===== src/hw/estq_pkg.sv =====
// Purpose: Shared constants for the event sequencer and trace qualifier
// Assumes: One 50 MHz clock, AHB-Lite register access
// Notes: Offsets are byte addresses of aligned 32-bit words
package estq_pkg;
  // Input counts
  localparam int NUM_INPUTS = 6;
  localparam int MAX_LEVELS = 8;
  localparam int LVL_W = 3;
  localparam int CNT_W = 16;
  // Input indices: four comparators then two counters
  localparam int IN_FIRST_COUNTER = 4;
  localparam int IN_SECOND_COUNTER = 5;
  // Register byte offsets
  localparam logic [7:0] OFF_CTRL = 8'h00;
  localparam logic [7:0] OFF_ADV_LO = 8'h04;
  localparam logic [7:0] OFF_ADV_HI = 8'h08;
  localparam logic [7:0] OFF_RST_LO = 8'h0c;
  localparam logic [7:0] OFF_RST_HI = 8'h10;
  localparam logic [7:0] OFF_TSQ = 8'h14;
  localparam logic [7:0] OFF_TRACE = 8'h18;
  localparam logic [7:0] OFF_ACTION = 8'h1c;
  localparam logic [7:0] OFF_FIRST_COUNTER = 8'h20;
  localparam logic [7:0] OFF_SECOND_COUNTER = 8'h24;
  localparam logic [7:0] OFF_STATUS = 8'h28;
  // Control fields
  localparam int CTRL_EN_BIT = 0;
  localparam int CTRL_CLR_BIT = 1;
  localparam int CTRL_NLVL_LSB = 4;
  // Trace fields: start select, stop select, flags
  localparam int TR_START_LSB = 0;
  localparam int TR_STOP_LSB = 8;
  localparam int TR_IMM_BIT = 16;
  localparam int TR_DOF_BIT = 17;
  // Counter config fields: clock sel, reload sel, initial value
  localparam int CC_CLK_LSB = 0;
  localparam int CC_RLD_LSB = 8;
  localparam int CC_INIT_LSB = 16;
  // Completion action bits
  localparam int ACT_CNT_START = 0;
  localparam int ACT_CNT_STOP = 1;
  localparam int ACT_CNT_DEC = 2;
  localparam int ACT_CNT_RELOAD = 3;
  localparam int ACT_CNT_SEL = 4;
  localparam int ACT_TR_START = 5;
  localparam int ACT_TR_STOP = 6;
  localparam int ACT_TR_DIS = 7;
  localparam int ACT_BRK = 8;
  localparam int ACT_TRIG = 9;
  // Reset values
  localparam logic [7:0] TSQ_RESET = 8'hff;
  localparam logic [2:0] NLVL_RESET = 3'h0;
endpackage : estq_pkg


===== src/hw/estq_ahb_slave.sv =====
// Purpose: AHB-Lite slave front end, turns transfers into strobes
// Assumes: Single word transfers, zero wait states
// Notes: Always OKAY; read data muxed by the core
`default_nettype none
`timescale 1ns/1ps
module estq_ahb_slave (
  // Clock and reset
  input wire logic sys_clk,
  input wire logic reset,
  // AHB-Lite
  input wire logic hsel,
  input wire logic [31:0] haddr,
  input wire logic [1:0] htrans,
  input wire logic hwrite,
  input wire logic [2:0] hsize,
  input wire logic [31:0] hwdata,
  input wire logic hready,
  output logic hreadyout,
  output logic hresp,
  // Register side
  output logic wr_en,
  output logic rd_en,
  output logic [7:0] addr,
  output logic [31:0] wdata
);
  // Captured address phase
  logic wr_pend_reg;
  logic [7:0] addr_reg;
  logic take;

  // Valid NONSEQ or SEQ transfer accepted
  assign take = hsel && hready && htrans[1];

  // Latch address phase
  always_ff @(posedge sys_clk or posedge reset) begin
    if (reset) begin
      wr_pend_reg <= 1'b0;
      addr_reg <= 8'h00;
    end else begin
      wr_pend_reg <= take && hwrite;
      if (take) begin
        addr_reg <= haddr[7:0];
      end
    end
  end

  assign hreadyout = 1'b1;
  assign hresp = 1'b0;
  assign wr_en = wr_pend_reg;
  assign rd_en = take && !hwrite;
  assign addr = wr_pend_reg ? addr_reg : haddr[7:0];
  assign wdata = hwdata;
endmodule // estq_ahb_slave
`default_nettype wire


===== src/hw/estq_counter.sv =====
// Purpose: Event counter, clocked by one input and reloaded by another
// Assumes: Inputs synchronous to sys_clk
// Notes: Reload wins over clock; wraps to initial value at zero
`default_nettype none
`timescale 1ns/1ps
module estq_counter #(
  parameter int WIDTH = 16
) (
  // Clock and reset
  input wire logic sys_clk,
  input wire logic reset,
  // Control
  input wire logic clr,
  input wire logic run,
  input wire logic clk_evt,
  input wire logic rld_evt,
  input wire logic dec_evt,
  input wire logic [WIDTH-1:0] init_val,
  // Status
  output logic [WIDTH-1:0] value,
  output logic zero
);
  // Counter state
  logic [WIDTH-1:0] value_reg;
  logic zero_reg;

  // Count down, reload on event or after reaching zero
  always_ff @(posedge sys_clk or posedge reset) begin
    if (reset) begin
      value_reg <= '0;
      zero_reg <= 1'b0;
    end else if (clr) begin
      value_reg <= init_val;
      zero_reg <= 1'b0;
    end else if (rld_evt) begin
      value_reg <= init_val;
      zero_reg <= 1'b0;
    end else if (run && (clk_evt || dec_evt)) begin
      if (value_reg == {{(WIDTH-1){1'b0}}, 1'b1} || value_reg == '0) begin
        value_reg <= init_val;
        zero_reg <= 1'b1;
      end else begin
        value_reg <= value_reg - 1'b1;
        zero_reg <= 1'b0;
      end
    end else begin
      zero_reg <= 1'b0;
    end
  end

  assign value = value_reg;
  assign zero = zero_reg;

  // Reload restores the initial value
  a_cnt_reload: assert property (@(posedge sys_clk) disable iff (reset)
    rld_evt && !clr |=> value == $past(init_val))
    else $error("counter did not reload");
endmodule // estq_counter
`default_nettype wire


===== src/hw/estq_top.sv =====
// Purpose: Multi-level event sequencer with trace-start qualifier
// Assumes: Events sampled once per instruction cycle on sys_clk
// Notes: Registers on AHB-Lite; read data registered
// Contract
// - Reset condition of awaited level resets sequencer
// - After reset, search level one again
// - Resetting event never counts as level one
// - Unrelated events leave level unchanged
// - All levels in order signal completion
// - Simultaneous advance and reset: advance wins
// - Simultaneous final advance completes sequence
// - Trace starts on event AND qualifier
// - Clear makes qualifier permit every level
// - Blocked level never starts trace
// - Trace waits for a permitted level
// - Start, stop, disable-on-full trace control
// - Counter clocked and reloaded by events
// - Six inputs, any as advance or reset
// - Up to eight levels, strictly ordered
// - After last level, search level one
// - Completion drives selectable actions
//
// Chosen here: the AHB-Lite register port and the register offsets.
`default_nettype none
`timescale 1ns/1ps
module estq_top #(
  parameter int CNT_W = estq_pkg::CNT_W
) (
  // Clock and reset
  input wire logic sys_clk,
  input wire logic reset,
  // AHB-Lite slave
  input wire logic hsel,
  input wire logic [31:0] haddr,
  input wire logic [1:0] htrans,
  input wire logic hwrite,
  input wire logic [2:0] hsize,
  input wire logic [31:0] hwdata,
  input wire logic hready,
  output logic hreadyout,
  output logic hresp,
  output logic [31:0] hrdata,
  // Monitored events
  input wire logic [3:0] event_cmp,
  input wire logic buffer_full,
  // Outputs to trace and target
  output logic trace_active,
  output logic seq_done,
  output logic hw_breakpoint,
  output logic trigger_pulse,
  output logic [2:0] seq_level
);
  localparam int NI = estq_pkg::NUM_INPUTS;
  localparam int NL = estq_pkg::MAX_LEVELS;

  // Bus strobes
  logic wr_en;
  logic rd_en;
  logic [7:0] addr;
  logic [31:0] wdata;
  // Configuration registers
  logic enable_reg;
  logic [2:0] nlvl_reg; // Last level index (levels = value+1)
  logic [47:0] adv_reg; // Six bits per level
  logic [47:0] rst_reg;
  logic [7:0] tsq_reg; // Trace_start_qualifier, 1 = permitted
  logic [31:0] trace_cfg_reg;
  logic [9:0] action_reg;
  logic [31:0] first_counter_cfg_reg;
  logic [31:0] second_counter_cfg_reg;
  logic [31:0] rdata_reg;
  // Sequencer and trace state
  logic [2:0] level_reg;
  logic done_reg;
  logic trace_reg;
  logic disabled_reg;
  logic brk_reg;
  logic trig_reg;
  logic [1:0] cnt_run_reg;
  // Combinational terms
  logic clr;
  logic [NI-1:0] inputs;
  logic [NI-1:0] adv_sel;
  logic [NI-1:0] rst_sel;
  logic adv_hit;
  logic rst_hit;
  logic complete;
  logic start_evt;
  logic stop_evt;
  logic [CNT_W-1:0] first_counter_val;
  logic [CNT_W-1:0] second_counter_val;
  logic first_counter_zero;
  logic second_counter_zero;
  logic cnt_load; // Load initial value on clear or enable write

  // Pick an input by a one-hot-free index; out of range reads false
  function automatic logic pick(input logic [NI-1:0] v,
                                input logic [7:0] sel);
    if (sel < 8'(NI)) begin
      return v[sel[2:0]];
    end
    return 1'b0;
  endfunction

  // Bus front end
  estq_ahb_slave u_bus (
    .sys_clk(sys_clk),
    .reset(reset),
    .hsel(hsel),
    .haddr(haddr),
    .htrans(htrans),
    .hwrite(hwrite),
    .hsize(hsize),
    .hwdata(hwdata),
    .hready(hready),
    .hreadyout(hreadyout),
    .hresp(hresp),
    .wr_en(wr_en),
    .rd_en(rd_en),
    .addr(addr),
    .wdata(wdata)
  );

  // Clear strobe from control write
  assign clr = wr_en && addr == estq_pkg::OFF_CTRL &&
               wdata[estq_pkg::CTRL_CLR_BIT];

  // Configuration writes; clear restores defaults
  always_ff @(posedge sys_clk or posedge reset) begin
    if (reset) begin
      enable_reg <= 1'b0;
      nlvl_reg <= estq_pkg::NLVL_RESET;
      adv_reg <= '0;
      rst_reg <= '0;
      tsq_reg <= estq_pkg::TSQ_RESET;
      trace_cfg_reg <= '0;
      action_reg <= '0;
      first_counter_cfg_reg <= '0;
      second_counter_cfg_reg <= '0;
    end else if (clr) begin
      enable_reg <= 1'b0;
      nlvl_reg <= estq_pkg::NLVL_RESET;
      adv_reg <= '0;
      rst_reg <= '0;
      tsq_reg <= estq_pkg::TSQ_RESET;
      trace_cfg_reg <= '0;
      action_reg <= '0;
      first_counter_cfg_reg <= '0;
      second_counter_cfg_reg <= '0;
    end else if (wr_en) begin
      case (addr)
        estq_pkg::OFF_CTRL: begin
          enable_reg <= wdata[estq_pkg::CTRL_EN_BIT];
          nlvl_reg <= wdata[estq_pkg::CTRL_NLVL_LSB +: 3];
        end
        estq_pkg::OFF_ADV_LO: adv_reg[23:0] <= wdata[23:0];
        estq_pkg::OFF_ADV_HI: adv_reg[47:24] <= wdata[23:0];
        estq_pkg::OFF_RST_LO: rst_reg[23:0] <= wdata[23:0];
        estq_pkg::OFF_RST_HI: rst_reg[47:24] <= wdata[23:0];
        estq_pkg::OFF_TSQ: tsq_reg <= wdata[7:0];
        estq_pkg::OFF_TRACE: trace_cfg_reg <= wdata;
        estq_pkg::OFF_ACTION: action_reg <= wdata[9:0];
        estq_pkg::OFF_FIRST_COUNTER: first_counter_cfg_reg <= wdata;
        estq_pkg::OFF_SECOND_COUNTER: second_counter_cfg_reg <= wdata;
        default: begin
        end
      endcase
    end
  end

  // Read mux, registered for the data phase
  always_ff @(posedge sys_clk or posedge reset) begin
    if (reset) begin
      rdata_reg <= '0;
    end else if (rd_en) begin
      // Own address phase; addr may still hold a pending write's address
      case (haddr[7:0])
        estq_pkg::OFF_CTRL: rdata_reg <= {25'h0, nlvl_reg, 3'h0, enable_reg};
        estq_pkg::OFF_ADV_LO: rdata_reg <= {8'h0, adv_reg[23:0]};
        estq_pkg::OFF_ADV_HI: rdata_reg <= {8'h0, adv_reg[47:24]};
        estq_pkg::OFF_RST_LO: rdata_reg <= {8'h0, rst_reg[23:0]};
        estq_pkg::OFF_RST_HI: rdata_reg <= {8'h0, rst_reg[47:24]};
        estq_pkg::OFF_TSQ: rdata_reg <= {24'h0, tsq_reg};
        estq_pkg::OFF_TRACE: rdata_reg <= trace_cfg_reg;
        estq_pkg::OFF_ACTION: rdata_reg <= {22'h0, action_reg};
        estq_pkg::OFF_FIRST_COUNTER: rdata_reg <= first_counter_cfg_reg;
        estq_pkg::OFF_SECOND_COUNTER: rdata_reg <= second_counter_cfg_reg;
        estq_pkg::OFF_STATUS: begin
          rdata_reg <= {second_counter_val, 8'h0, 1'b0, disabled_reg, trace_reg,
                        done_reg, 1'b0, level_reg};
        end
        default: rdata_reg <= '0;
      endcase
    end
  end
  assign hrdata = rdata_reg;

  // Six sequencer inputs: four comparators, two counters
  assign inputs = {second_counter_zero, first_counter_zero, event_cmp};

  // Per-level selections for the awaited level
  assign adv_sel = adv_reg[level_reg*NI +: NI];
  assign rst_sel = rst_reg[level_reg*NI +: NI];
  assign adv_hit = enable_reg && |(inputs & adv_sel);
  assign rst_hit = enable_reg && |(inputs & rst_sel);
  assign complete = adv_hit && level_reg == nlvl_reg;

  // Level register: advance beats reset, else hold
  always_ff @(posedge sys_clk or posedge reset) begin
    if (reset) begin
      level_reg <= 3'h0;
    end else if (clr) begin
      level_reg <= 3'h0;
    end else if (adv_hit) begin
      if (complete) begin
        level_reg <= 3'h0;
      end else begin
        level_reg <= level_reg + 3'h1;
      end
    end else if (rst_hit) begin
      level_reg <= 3'h0;
    end
    // Otherwise unchanged
  end

  // Completion pulse and its selected actions
  always_ff @(posedge sys_clk or posedge reset) begin
    if (reset) begin
      done_reg <= 1'b0;
      brk_reg <= 1'b0;
      trig_reg <= 1'b0;
    end else begin
      done_reg <= complete && !clr;
      brk_reg <= complete && !clr && action_reg[estq_pkg::ACT_BRK];
      trig_reg <= complete && !clr && action_reg[estq_pkg::ACT_TRIG];
    end
  end

  // Trace start and stop events; only start is gated by level qualifier
  assign start_evt = (trace_cfg_reg[estq_pkg::TR_IMM_BIT] ||
    pick(inputs, trace_cfg_reg[estq_pkg::TR_START_LSB +: 8]) ||
    (complete && action_reg[estq_pkg::ACT_TR_START]))
    && tsq_reg[level_reg];
  assign stop_evt = pick(inputs, trace_cfg_reg[estq_pkg::TR_STOP_LSB +: 8])
    || (complete && action_reg[estq_pkg::ACT_TR_STOP]);

  // Trace control state
  always_ff @(posedge sys_clk or posedge reset) begin
    if (reset) begin
      trace_reg <= 1'b0;
      disabled_reg <= 1'b0;
    end else if (clr || !enable_reg) begin
      trace_reg <= 1'b0;
      disabled_reg <= 1'b0;
    end else begin
      if ((complete && action_reg[estq_pkg::ACT_TR_DIS]) ||
          (buffer_full && trace_cfg_reg[estq_pkg::TR_DOF_BIT])) begin
        disabled_reg <= 1'b1;
        trace_reg <= 1'b0;
      end else if (disabled_reg || stop_evt) begin
        trace_reg <= 1'b0;
      end else if (start_evt) begin
        trace_reg <= 1'b1;
      end
    end
  end

  // Counter run flags, started or stopped by completion
  always_ff @(posedge sys_clk or posedge reset) begin
    if (reset) begin
      cnt_run_reg <= 2'h0;
    end else if (clr) begin
      cnt_run_reg <= 2'h0;
    end else if (complete && action_reg[estq_pkg::ACT_CNT_STOP]) begin
      cnt_run_reg[action_reg[estq_pkg::ACT_CNT_SEL]] <= 1'b0;
    end else if (complete && action_reg[estq_pkg::ACT_CNT_START]) begin
      cnt_run_reg[action_reg[estq_pkg::ACT_CNT_SEL]] <= 1'b1;
    end else if (wr_en && addr == estq_pkg::OFF_CTRL) begin
      cnt_run_reg <= {2{wdata[estq_pkg::CTRL_EN_BIT]}};
    end
  end

  // Counters start from their initial value, not from zero
  assign cnt_load = clr || (wr_en && addr == estq_pkg::OFF_CTRL &&
                    wdata[estq_pkg::CTRL_EN_BIT]);

  // First_counter and second_counter
  estq_counter #(.WIDTH(CNT_W)) u_first_counter (
    .sys_clk(sys_clk),
    .reset(reset),
    .clr(cnt_load),
    .run(cnt_run_reg[0] && enable_reg),
    .clk_evt(pick(inputs, first_counter_cfg_reg[estq_pkg::CC_CLK_LSB +: 8])),
    .rld_evt(pick(inputs, first_counter_cfg_reg[estq_pkg::CC_RLD_LSB +: 8]) ||
      (complete && action_reg[estq_pkg::ACT_CNT_RELOAD] &&
       !action_reg[estq_pkg::ACT_CNT_SEL])),
    .dec_evt(complete && action_reg[estq_pkg::ACT_CNT_DEC] &&
      !action_reg[estq_pkg::ACT_CNT_SEL]),
    .init_val(first_counter_cfg_reg[estq_pkg::CC_INIT_LSB +: CNT_W]),
    .value(first_counter_val),
    .zero(first_counter_zero)
  );
  estq_counter #(.WIDTH(CNT_W)) u_second_counter (
    .sys_clk(sys_clk),
    .reset(reset),
    .clr(cnt_load),
    .run(cnt_run_reg[1] && enable_reg),
    .clk_evt(pick(inputs, second_counter_cfg_reg[estq_pkg::CC_CLK_LSB +: 8])),
    .rld_evt(pick(inputs, second_counter_cfg_reg[estq_pkg::CC_RLD_LSB +: 8]) ||
      (complete && action_reg[estq_pkg::ACT_CNT_RELOAD] &&
       action_reg[estq_pkg::ACT_CNT_SEL])),
    .dec_evt(complete && action_reg[estq_pkg::ACT_CNT_DEC] &&
      action_reg[estq_pkg::ACT_CNT_SEL]),
    .init_val(second_counter_cfg_reg[estq_pkg::CC_INIT_LSB +: CNT_W]),
    .value(second_counter_val),
    .zero(second_counter_zero)
  );

  assign trace_active = trace_reg;
  assign seq_done = done_reg;
  assign hw_breakpoint = brk_reg;
  assign trigger_pulse = trig_reg;
  assign seq_level = level_reg;

  // Checks
  a_reset_to_one: assert property (@(posedge sys_clk) disable iff (reset)
    rst_hit && !adv_hit && !clr |=> level_reg == 3'h0)
    else $error("reset condition did not return to level one");
  a_adv_wins: assert property (@(posedge sys_clk) disable iff (reset)
    adv_hit && rst_hit && !complete && !clr
    |=> level_reg == $past(level_reg) + 3'h1)
    else $error("reset beat advance");
  a_ignore_other: assert property (@(posedge sys_clk) disable iff (reset)
    !adv_hit && !rst_hit && !clr |=> $stable(level_reg))
    else $error("level moved without cause");
  a_done_pulse: assert property (@(posedge sys_clk) disable iff (reset)
    complete && !clr |=> seq_done ##1 (!seq_done || $past(complete)))
    else $error("completion not signalled");
  a_final_wrap: assert property (@(posedge sys_clk) disable iff (reset)
    complete && !clr |=> level_reg == 3'h0)
    else $error("no return to level one after completion");
  a_block_level: assert property (@(posedge sys_clk) disable iff (reset)
    !trace_reg && !tsq_reg[level_reg] |=> !trace_reg)
    else $error("trace started at a blocked level");
  a_clear_tsq: assert property (@(posedge sys_clk) disable iff (reset)
    clr |=> tsq_reg == estq_pkg::TSQ_RESET)
    else $error("clear did not permit all levels");
  a_full_stop: assert property (@(posedge sys_clk) disable iff (reset)
    buffer_full && trace_cfg_reg[estq_pkg::TR_DOF_BIT] && enable_reg
    && !clr |=> !trace_reg [*2])
    else $error("trace kept running when buffer full");
  a_start_gate: assert property (@(posedge sys_clk) disable iff (reset)
    $rose(trace_reg) |-> $past(start_evt))
    else $error("trace started without qualified start");
  c_complete: cover property (@(posedge sys_clk) complete);
  c_adv_rst: cover property (@(posedge sys_clk) adv_hit && rst_hit);
  c_trace_on: cover property (@(posedge sys_clk) $rose(trace_reg));
  c_reset_seq: cover property (@(posedge sys_clk)
    rst_hit && !adv_hit && level_reg != 3'h0);
endmodule // estq_top
`default_nettype wire

===== config.mk =====
export PLATFORM = sky130hd
export DESIGN_NAME = estq_top
export DESIGN_NICKNAME = d
export VERILOG_FILES = /design/src/hw/estq_pkg.sv /design/src/hw/estq_ahb_slave.sv /design/src/hw/estq_counter.sv /design/src/hw/estq_top.sv
export SDC_FILE = /design/constraint.sdc
export NUM_CORES = 1
export LEC_CHECK = 0
export BUFFER_PORTS_ARGS = -buffer_cell sky130_fd_sc_hd__buf_2
export CELL_PAD_IN_SITES_DETAIL_PLACEMENT = 0
export CELL_PAD_IN_SITES_GLOBAL_PLACEMENT = 2
export CORE_UTILIZATION = 39
export DETAILED_ROUTE_END_ITERATION = 10
export PLACE_DENSITY = 0.84
export RECOVER_POWER = 50
export SETUP_SLACK_MARGIN = 0.15
export SLEW_MARGIN = 20
export SYNTH_ARGS = -nofsm -noshare
export SYNTH_HDL_FRONTEND = slang
export SYNTH_HIERARCHICAL = 1
export SYNTH_SLANG_ARGS = --single-unit

===== constraint.sdc =====
create_clock -name sys_clk -period 10.2 [get_ports sys_clk]
set_input_delay 0.51 -clock sys_clk [delete_from_list [all_inputs] [get_ports sys_clk]]
set_output_delay 0.51 -clock sys_clk [all_outputs]
set_load 0.01 [all_outputs]

==> reports/metrics.csv, run 1 <==
metric,value,unit
cts_inserted_buffers,37,
die_height,205,um
synth_edf_count,0,
drc,0,
drv_cap,1,
cts_tree,done,
dieWidth,205,um
totalPowerFinal,2.97,mW
cts_hold_buffers,0,
synth_cell_types,81,
cts_root_buffer,clkbuf_16,
cp-endpoint,u_second_counter/value[12],
cp_slowest_stage_delay,770,ps
cts_sinks,299,
p_leak,7.71,nW
synth_area_per_cell,9.89,sq um
clk_pin_slew,60,ps
overflow,0,
final.setup.tns,0,ps
slew_viol_final,127,
start_util,0.399,
std_cell_rows,73,
setup_viol,0,
synth_seq_cells,299,
die_area,42000,sq um
place.gp.congestion,0.864,
ant_nets,0,
ctsResizeCount,0,
finalClockSkew,22.6,ps
synthCells,1622,
ir_worst_vdd,0.110,mV
track_usage,0.278,
core_area,40200,sq um
violations,"capacitance limit, slew limit",
status,"finished, violations left",
end_kind,register,
final_area,17800,sq um
n_antenna_cell,0,
finalHoldWorstSlack,44.3,ps
rrSetupSlack,5360,ps
finalNetCount,1709,
worst_slew_pin_slew,5900,ps
crit_fanout,17,
setup.worst_path.start,seq_level[1],
place_area,16600,sq um
period_share,0.475,
path_cells,buf_4 > mux4_2 > a22oi_1 > and4_1 > a21oi_2 > nand3_1 > o31ai_1 > nor2_1 > o31a_1 > o21ai_0 > or3b_1,
cts_buffer_depth,3,
dpl.hpwl,37.1,mm
drt-initial-drc-count,1418,
reg2reg_to,u_second_counter/value[12],
postCtsSetupRepairBufs,0,
io_pins,120,
worst-r2r-cell-count,11,
wl_per_cell,26.3,um
h-tree-depth,2,
hold_viol_final,0,
fmax,0.207,GHz
firstDrtPassIters,6,
avgViaCountPerCell,6.16,
grt_pass1_wl,86.7,mm
crit_arrival,5270,ps
routed_wl,57.2,mm
yosysWarnings,6,
worst_setup_path_start_kind,register,
worstSkewPairLatency,560,ps
grt_start_max_net_pins,205,
portBuffers,89,
fin_crit,4840,ps
antenna_found_initial,0,
vias,13405,
drive_above_1_share,0.138,
ys_seq_area_frac,0.467,
final_common_cell,dfrtp_1,
power_density,166,nW/um^2
grt_pass1_vias,13166,
synth_ff_type,dfrtp_1,
syn_area,16000,sq um
crit_required,10630,ps
crit_type,reg2reg,
r2r_start,seq_level[1],
maxSlewHeadroom,-2.96,
fill_cells,3876,
slowest_stage,dfrtp_1,
syn_nets,1708,
area.growth.synth_to_final,11.1,%
layout_common_cells,"291 x dfrtp_1, 176 x nand2_1, 153 x nor2_1",
async_flop_share,1.00,
min_path_type,in2async,
rsz0062_at_grt,false,
==> stage by stage <==
step	setup slack, ps	cells	utilization
detailed placement	5450	2109	0.414
floorplan	2660	1622	-
finish	5360	2176	0.443
CTS	5440	2176	0.445
global placement	5450	2109	0.414
global route	4570	2176	0.443
==> logic make-up (layout without fill, tap and decap cells) <==
logic type	after synthesis	in the layout	synth area share
other	2	2	0.000468
buffers and inverters	204	233	0.0620
AO/OA/AOI/OAI	383	383	0.166
AND/OR/NAND/NOR	546	546	0.164
multiplexers	178	178	0.134
adder cells (fa/ha/maj)	7	7	0.00546
XOR/XNOR	3	3	0.00164
flip-flops	299	299	0.467
==> worst max-delay path, delay by kind of cell (launching register included) <==
kind / cells / cell delay (ps)
AND/OR/NAND/NOR: 4 / 1380
buffers and inverters: 1 / 430
multiplexers: 1 / 600
AO/OA/AOI/OAI: 5 / 1490
flip-flops: 1 / 770
==> cells in the mapped netlist, drive strengths merged (17+ instances only) <==
library cell / n / share of area
dfrtp: 291 / 0.45
nand2: 180 / 0.043
nor2: 165 / 0.039
mux2i: 127 / 0.079
a21oi: 107 / 0.034
a22oi: 91 / 0.043
buf: 81 / 0.033
clkbuf: 69 / 0.016
nand3: 62 / 0.020
inv: 54 / 0.013
o21ai: 41 / 0.013
mux4: 26 / 0.037
mux2: 25 / 0.018
and3: 22 / 0.0086
or4: 21 / 0.010
o22ai: 19 / 0.0074
nor3: 17 / 0.0059
==> power breakdown <==
part           switching, mW  internal [mW]  total [mW]
clock                  0.529          0.819        1.35
sequential            0.0642           1.24        1.31
combinational          0.198          0.114       0.312
total                  0.792           2.17        2.97
==> worst min-delay path by stage <==
stage | startpoint | endpoint | slack, ps | cells past startpoint
6_report | reset | u_bus/addr_reg[4] | 40 | 2
5_1_grt | reset | u_bus/addr_reg[4] | 100 | 2
4_1_cts | reset | u_bus/addr_reg[4] | 20 | 2
3_5_place_dp | tsq_reg[6] | tsq_reg[6] | 480 | 2
3_3_place_gp | tsq_reg[6] | tsq_reg[6] | 480 | 2
2_1_floorplan | reset | u_bus/addr_reg[0] | 340 | 1
==> layout make-up <==
cell class	instances	area [sq um]	area share
clock buffer	60	1180	0.0665
clock inverter	7	66.3	0.00372
inverter	54	204	0.0114
multi-input combinational	1119	7640	0.428
sequential	299	7490	0.420
tap	525	657	0.0369
timing repair buffer	112	583	0.0327
==> layer usage <==
layer | track usage | routed length [um] | share of wire | vias to the layer above
li1 | - | - | - | 5905
met2 | 0.426 | 26000 | 0.45 | 583
met4 | 0.0983 | 1930 | 0.034 | 0
met1 | 0.385 | 24400 | 0.43 | 6800
met5 | 0 | 0 | 0 | -
met3 | 0.0614 | 4840 | 0.085 | 117
Power figures use the tool's default switching activity.
==> run 2: changes to the inputs <==
ABC_AREA = 1   (was not set)
CORE_UTILIZATION = 36   (was 39)
clock period = 5 ns   (was 10.2 ns; I/O delays follow)
==> reports/metrics.csv, run 2 <==
metric,value,unit
cp.depth,18,
synth_most_common_cell,nand2_1,
slew_viol_final,259,
ctsResizeCount,0,
worst-r2r-cell-count,18,
finalNetCount,2233,
min_path_type,in2reg,
dpl.hpwl,40.9,mm
cp_slowest_stage_delay,590,ps
clk_pin_slew,60,ps
synth_ff_type,dfrtp_1,
synth_area_per_cell,7.74,sq um
critPathTopFamily,simple AND/OR/NAND/NOR gates,
drive_above_1_share,0.112,
worst_slew_pin_slew,2690,ps
crit_type,reg2reg,
synthCells,2111,
synthTopCellsByArea,"dfrtp_1 45%, nand2_1 14%, o21ai_0 7.0%",
die_height,215,um
crit_required,5420,ps
start_util,0.367,
synth_top_cells_by_count,"615 x nand2_1, 291 x dfrtp_1, 229 x o21ai_0",
grt.busiest_layer,met2,
ant_nets,0,
cts_buffer_depth,3,
place.gp.congestion,0.890,
syn_area,16300,sq um
overflow,0,
synth_top_area_cell,dfrtp_1,
worstSkewPairLatency,550,ps
path_cells,buf_4 > o21ai_0 > nand2_1 > nand3_1 > nand3_1 > nand2_1 > nor2_1 > nand2_2 > nand3_2 > inv_2 > nand2_1 > o22ai_1 > nor2_2 > nand2_4 > inv_2 > nand3_1 > nand2_1 > nand2_1,
layout_common_cells,"615 x nand2_1, 290 x dfrtp_1, 229 x o21ai_0",
routed_wl,59.2,mm
io_pins,120,
portBuffers,89,
critPathBufInv,3,
rsz0062_at_grt,false,
area.growth.synth_to_final,11.1,%
track_usage,0.258,
dieWidth,215,um
hold_viol_final,0,
core_area,44500,sq um
finalClockSkew,24.0,ps
cts_inserted_buffers,36,
grt_pass1_wl,90.7,mm
die_area,46200,sq um
firstDrtPassIters,5,
synth_edf_count,0,
n_antenna_cell,0,
cts_tree,done,
synth_cell_types,58,
crit_path_frequent_cell,nand2_1,
grt_pass1_vias,14469,
avgViaCountPerCell,5.36,
fin_crit,3760,ps
final.setup.tns,0,ps
drc,0,
post-place-ws,1310,ps
period_share,0.752,
worst_setup_path_start_kind,register,
cts_root_buffer,clkbuf_16,
antenna_found_initial,2,
final_common_cell,nand2_1,
violations,"capacitance limit, slew limit",
slowest_stage,buf_4,
grt_start_max_net_pins,172,
yosysWarnings,6,
power_density,354,nW/um^2
std_cell_rows,77,
setup_ws,1240,ps
met1_usage,0.350,
grtUsageMet2,0.418,
fmax,0.266,GHz
drt-initial-drc-count,1317,
vias,14811,
synth_top_area_frac,0.446,
grt_use_met3,0.0398,
synth_seq_cells,299,
status,"finished, violations left",
wl_per_cell,21.4,um
crit_arrival,4180,ps
end_kind,register,
cts_sinks,299,
setup_viol,0,
p_leak,8.42,nW
syn_nets,2197,
async_flop_share,1.00,
h-tree-depth,2,
crit_fanout,72,
ir_worst_vdd,0.210,mV
drv_cap,3,
maxSlewHeadroom,-0.796,
ys_seq_area_frac,0.459,
whs_path_depth,3,
==> run 2: layout make-up <==
| cell class | instances | area (sq um) |
|---|---|---|
| inverters | 214 | 807 |
| repair buffers | 135 | 776 |
| flip-flops and latches | 299 | 7490 |
| fillers | 4699 | 26400 |
| multi-input cells | 1461 | 7150 |
| well taps | 592 | 741 |
| clock inverters | 9 | 97.6 |
| clock buffers | 54 | 1080 |
==> run 2: power by group <==
part / switching (mW) / total (mW) / internal, mW
combinational: 0.751 / 1.09 / 0.335
sequential: 0.139 / 2.68 / 2.54
clock: 1.07 / 2.66 / 1.59
==> run 2: stage by stage <==
| step | instances | area [sq um] | hold slack, ps | utilization | power, mW |
|---|---|---|---|---|---|
| global route | 2764 | 18100 | 22.8 | 0.408 | 6.72 |
| finish | 2764 | 18100 | 26.1 | 0.408 | 6.43 |
| global placement | 2683 | 16900 | 351 | 0.379 | 3.78 |
| floorplan | 2111 | 16300 | 77.9 | - | 3.52 |
| detailed placement | 2683 | 16900 | 352 | 0.379 | 3.80 |
| CTS | 2764 | 18200 | 5.26 | 0.409 | 6.48 |
==> run 2: what timing repair did <==
action | CTS | global route
hold buffers | 18 | 0
endpoints found under the hold margin | 97 | 0
setup buffers | 0 | 0
==> run 2: final timing paths <==
path                                   start                         end  slack, ps
max in group asynchronous              reset                 rst_reg[31]       1910
worst min register to register    hrdata[16]                  hrdata[16]        480
worst max-delay path            seq_level[0]  u_second_counter/value[15]       1240
worst max register to register  seq_level[0]  u_second_counter/value[15]       1240
min in group asynchronous              reset           u_bus/addr_reg[0]        420
worst min-delay path              hwdata[28]  second_counter_cfg_reg[28]         30
==> run 2: metal layers <==
metal	part of all wire	routed length, um
met5	0.00022	13
met2	0.46	27500
met4	0.036	2130
met3	0.056	3300
met1	0.44	26300
==> run 2: cell families after synthesis <==
family / after synthesis / synth area share
XOR/XNOR: 5 / 0.00268
adder cells (fa/ha/maj): 7 / 0.00536
AND/OR/NAND/NOR: 954 / 0.258
buffers and inverters: 351 / 0.105
AO/OA/AOI/OAI: 493 / 0.171
flip-flops: 299 / 0.459
other: 2 / 0.000460
==> run 2: worst reg2reg max path, delay by kind of cell (launching register included) <==
kind	cells	cell delay (ps)
buffers and inverters	3	930
AOI/OAI and AO/OA	2	470
and+or+nand+nor	13	1880
DFF	1	360
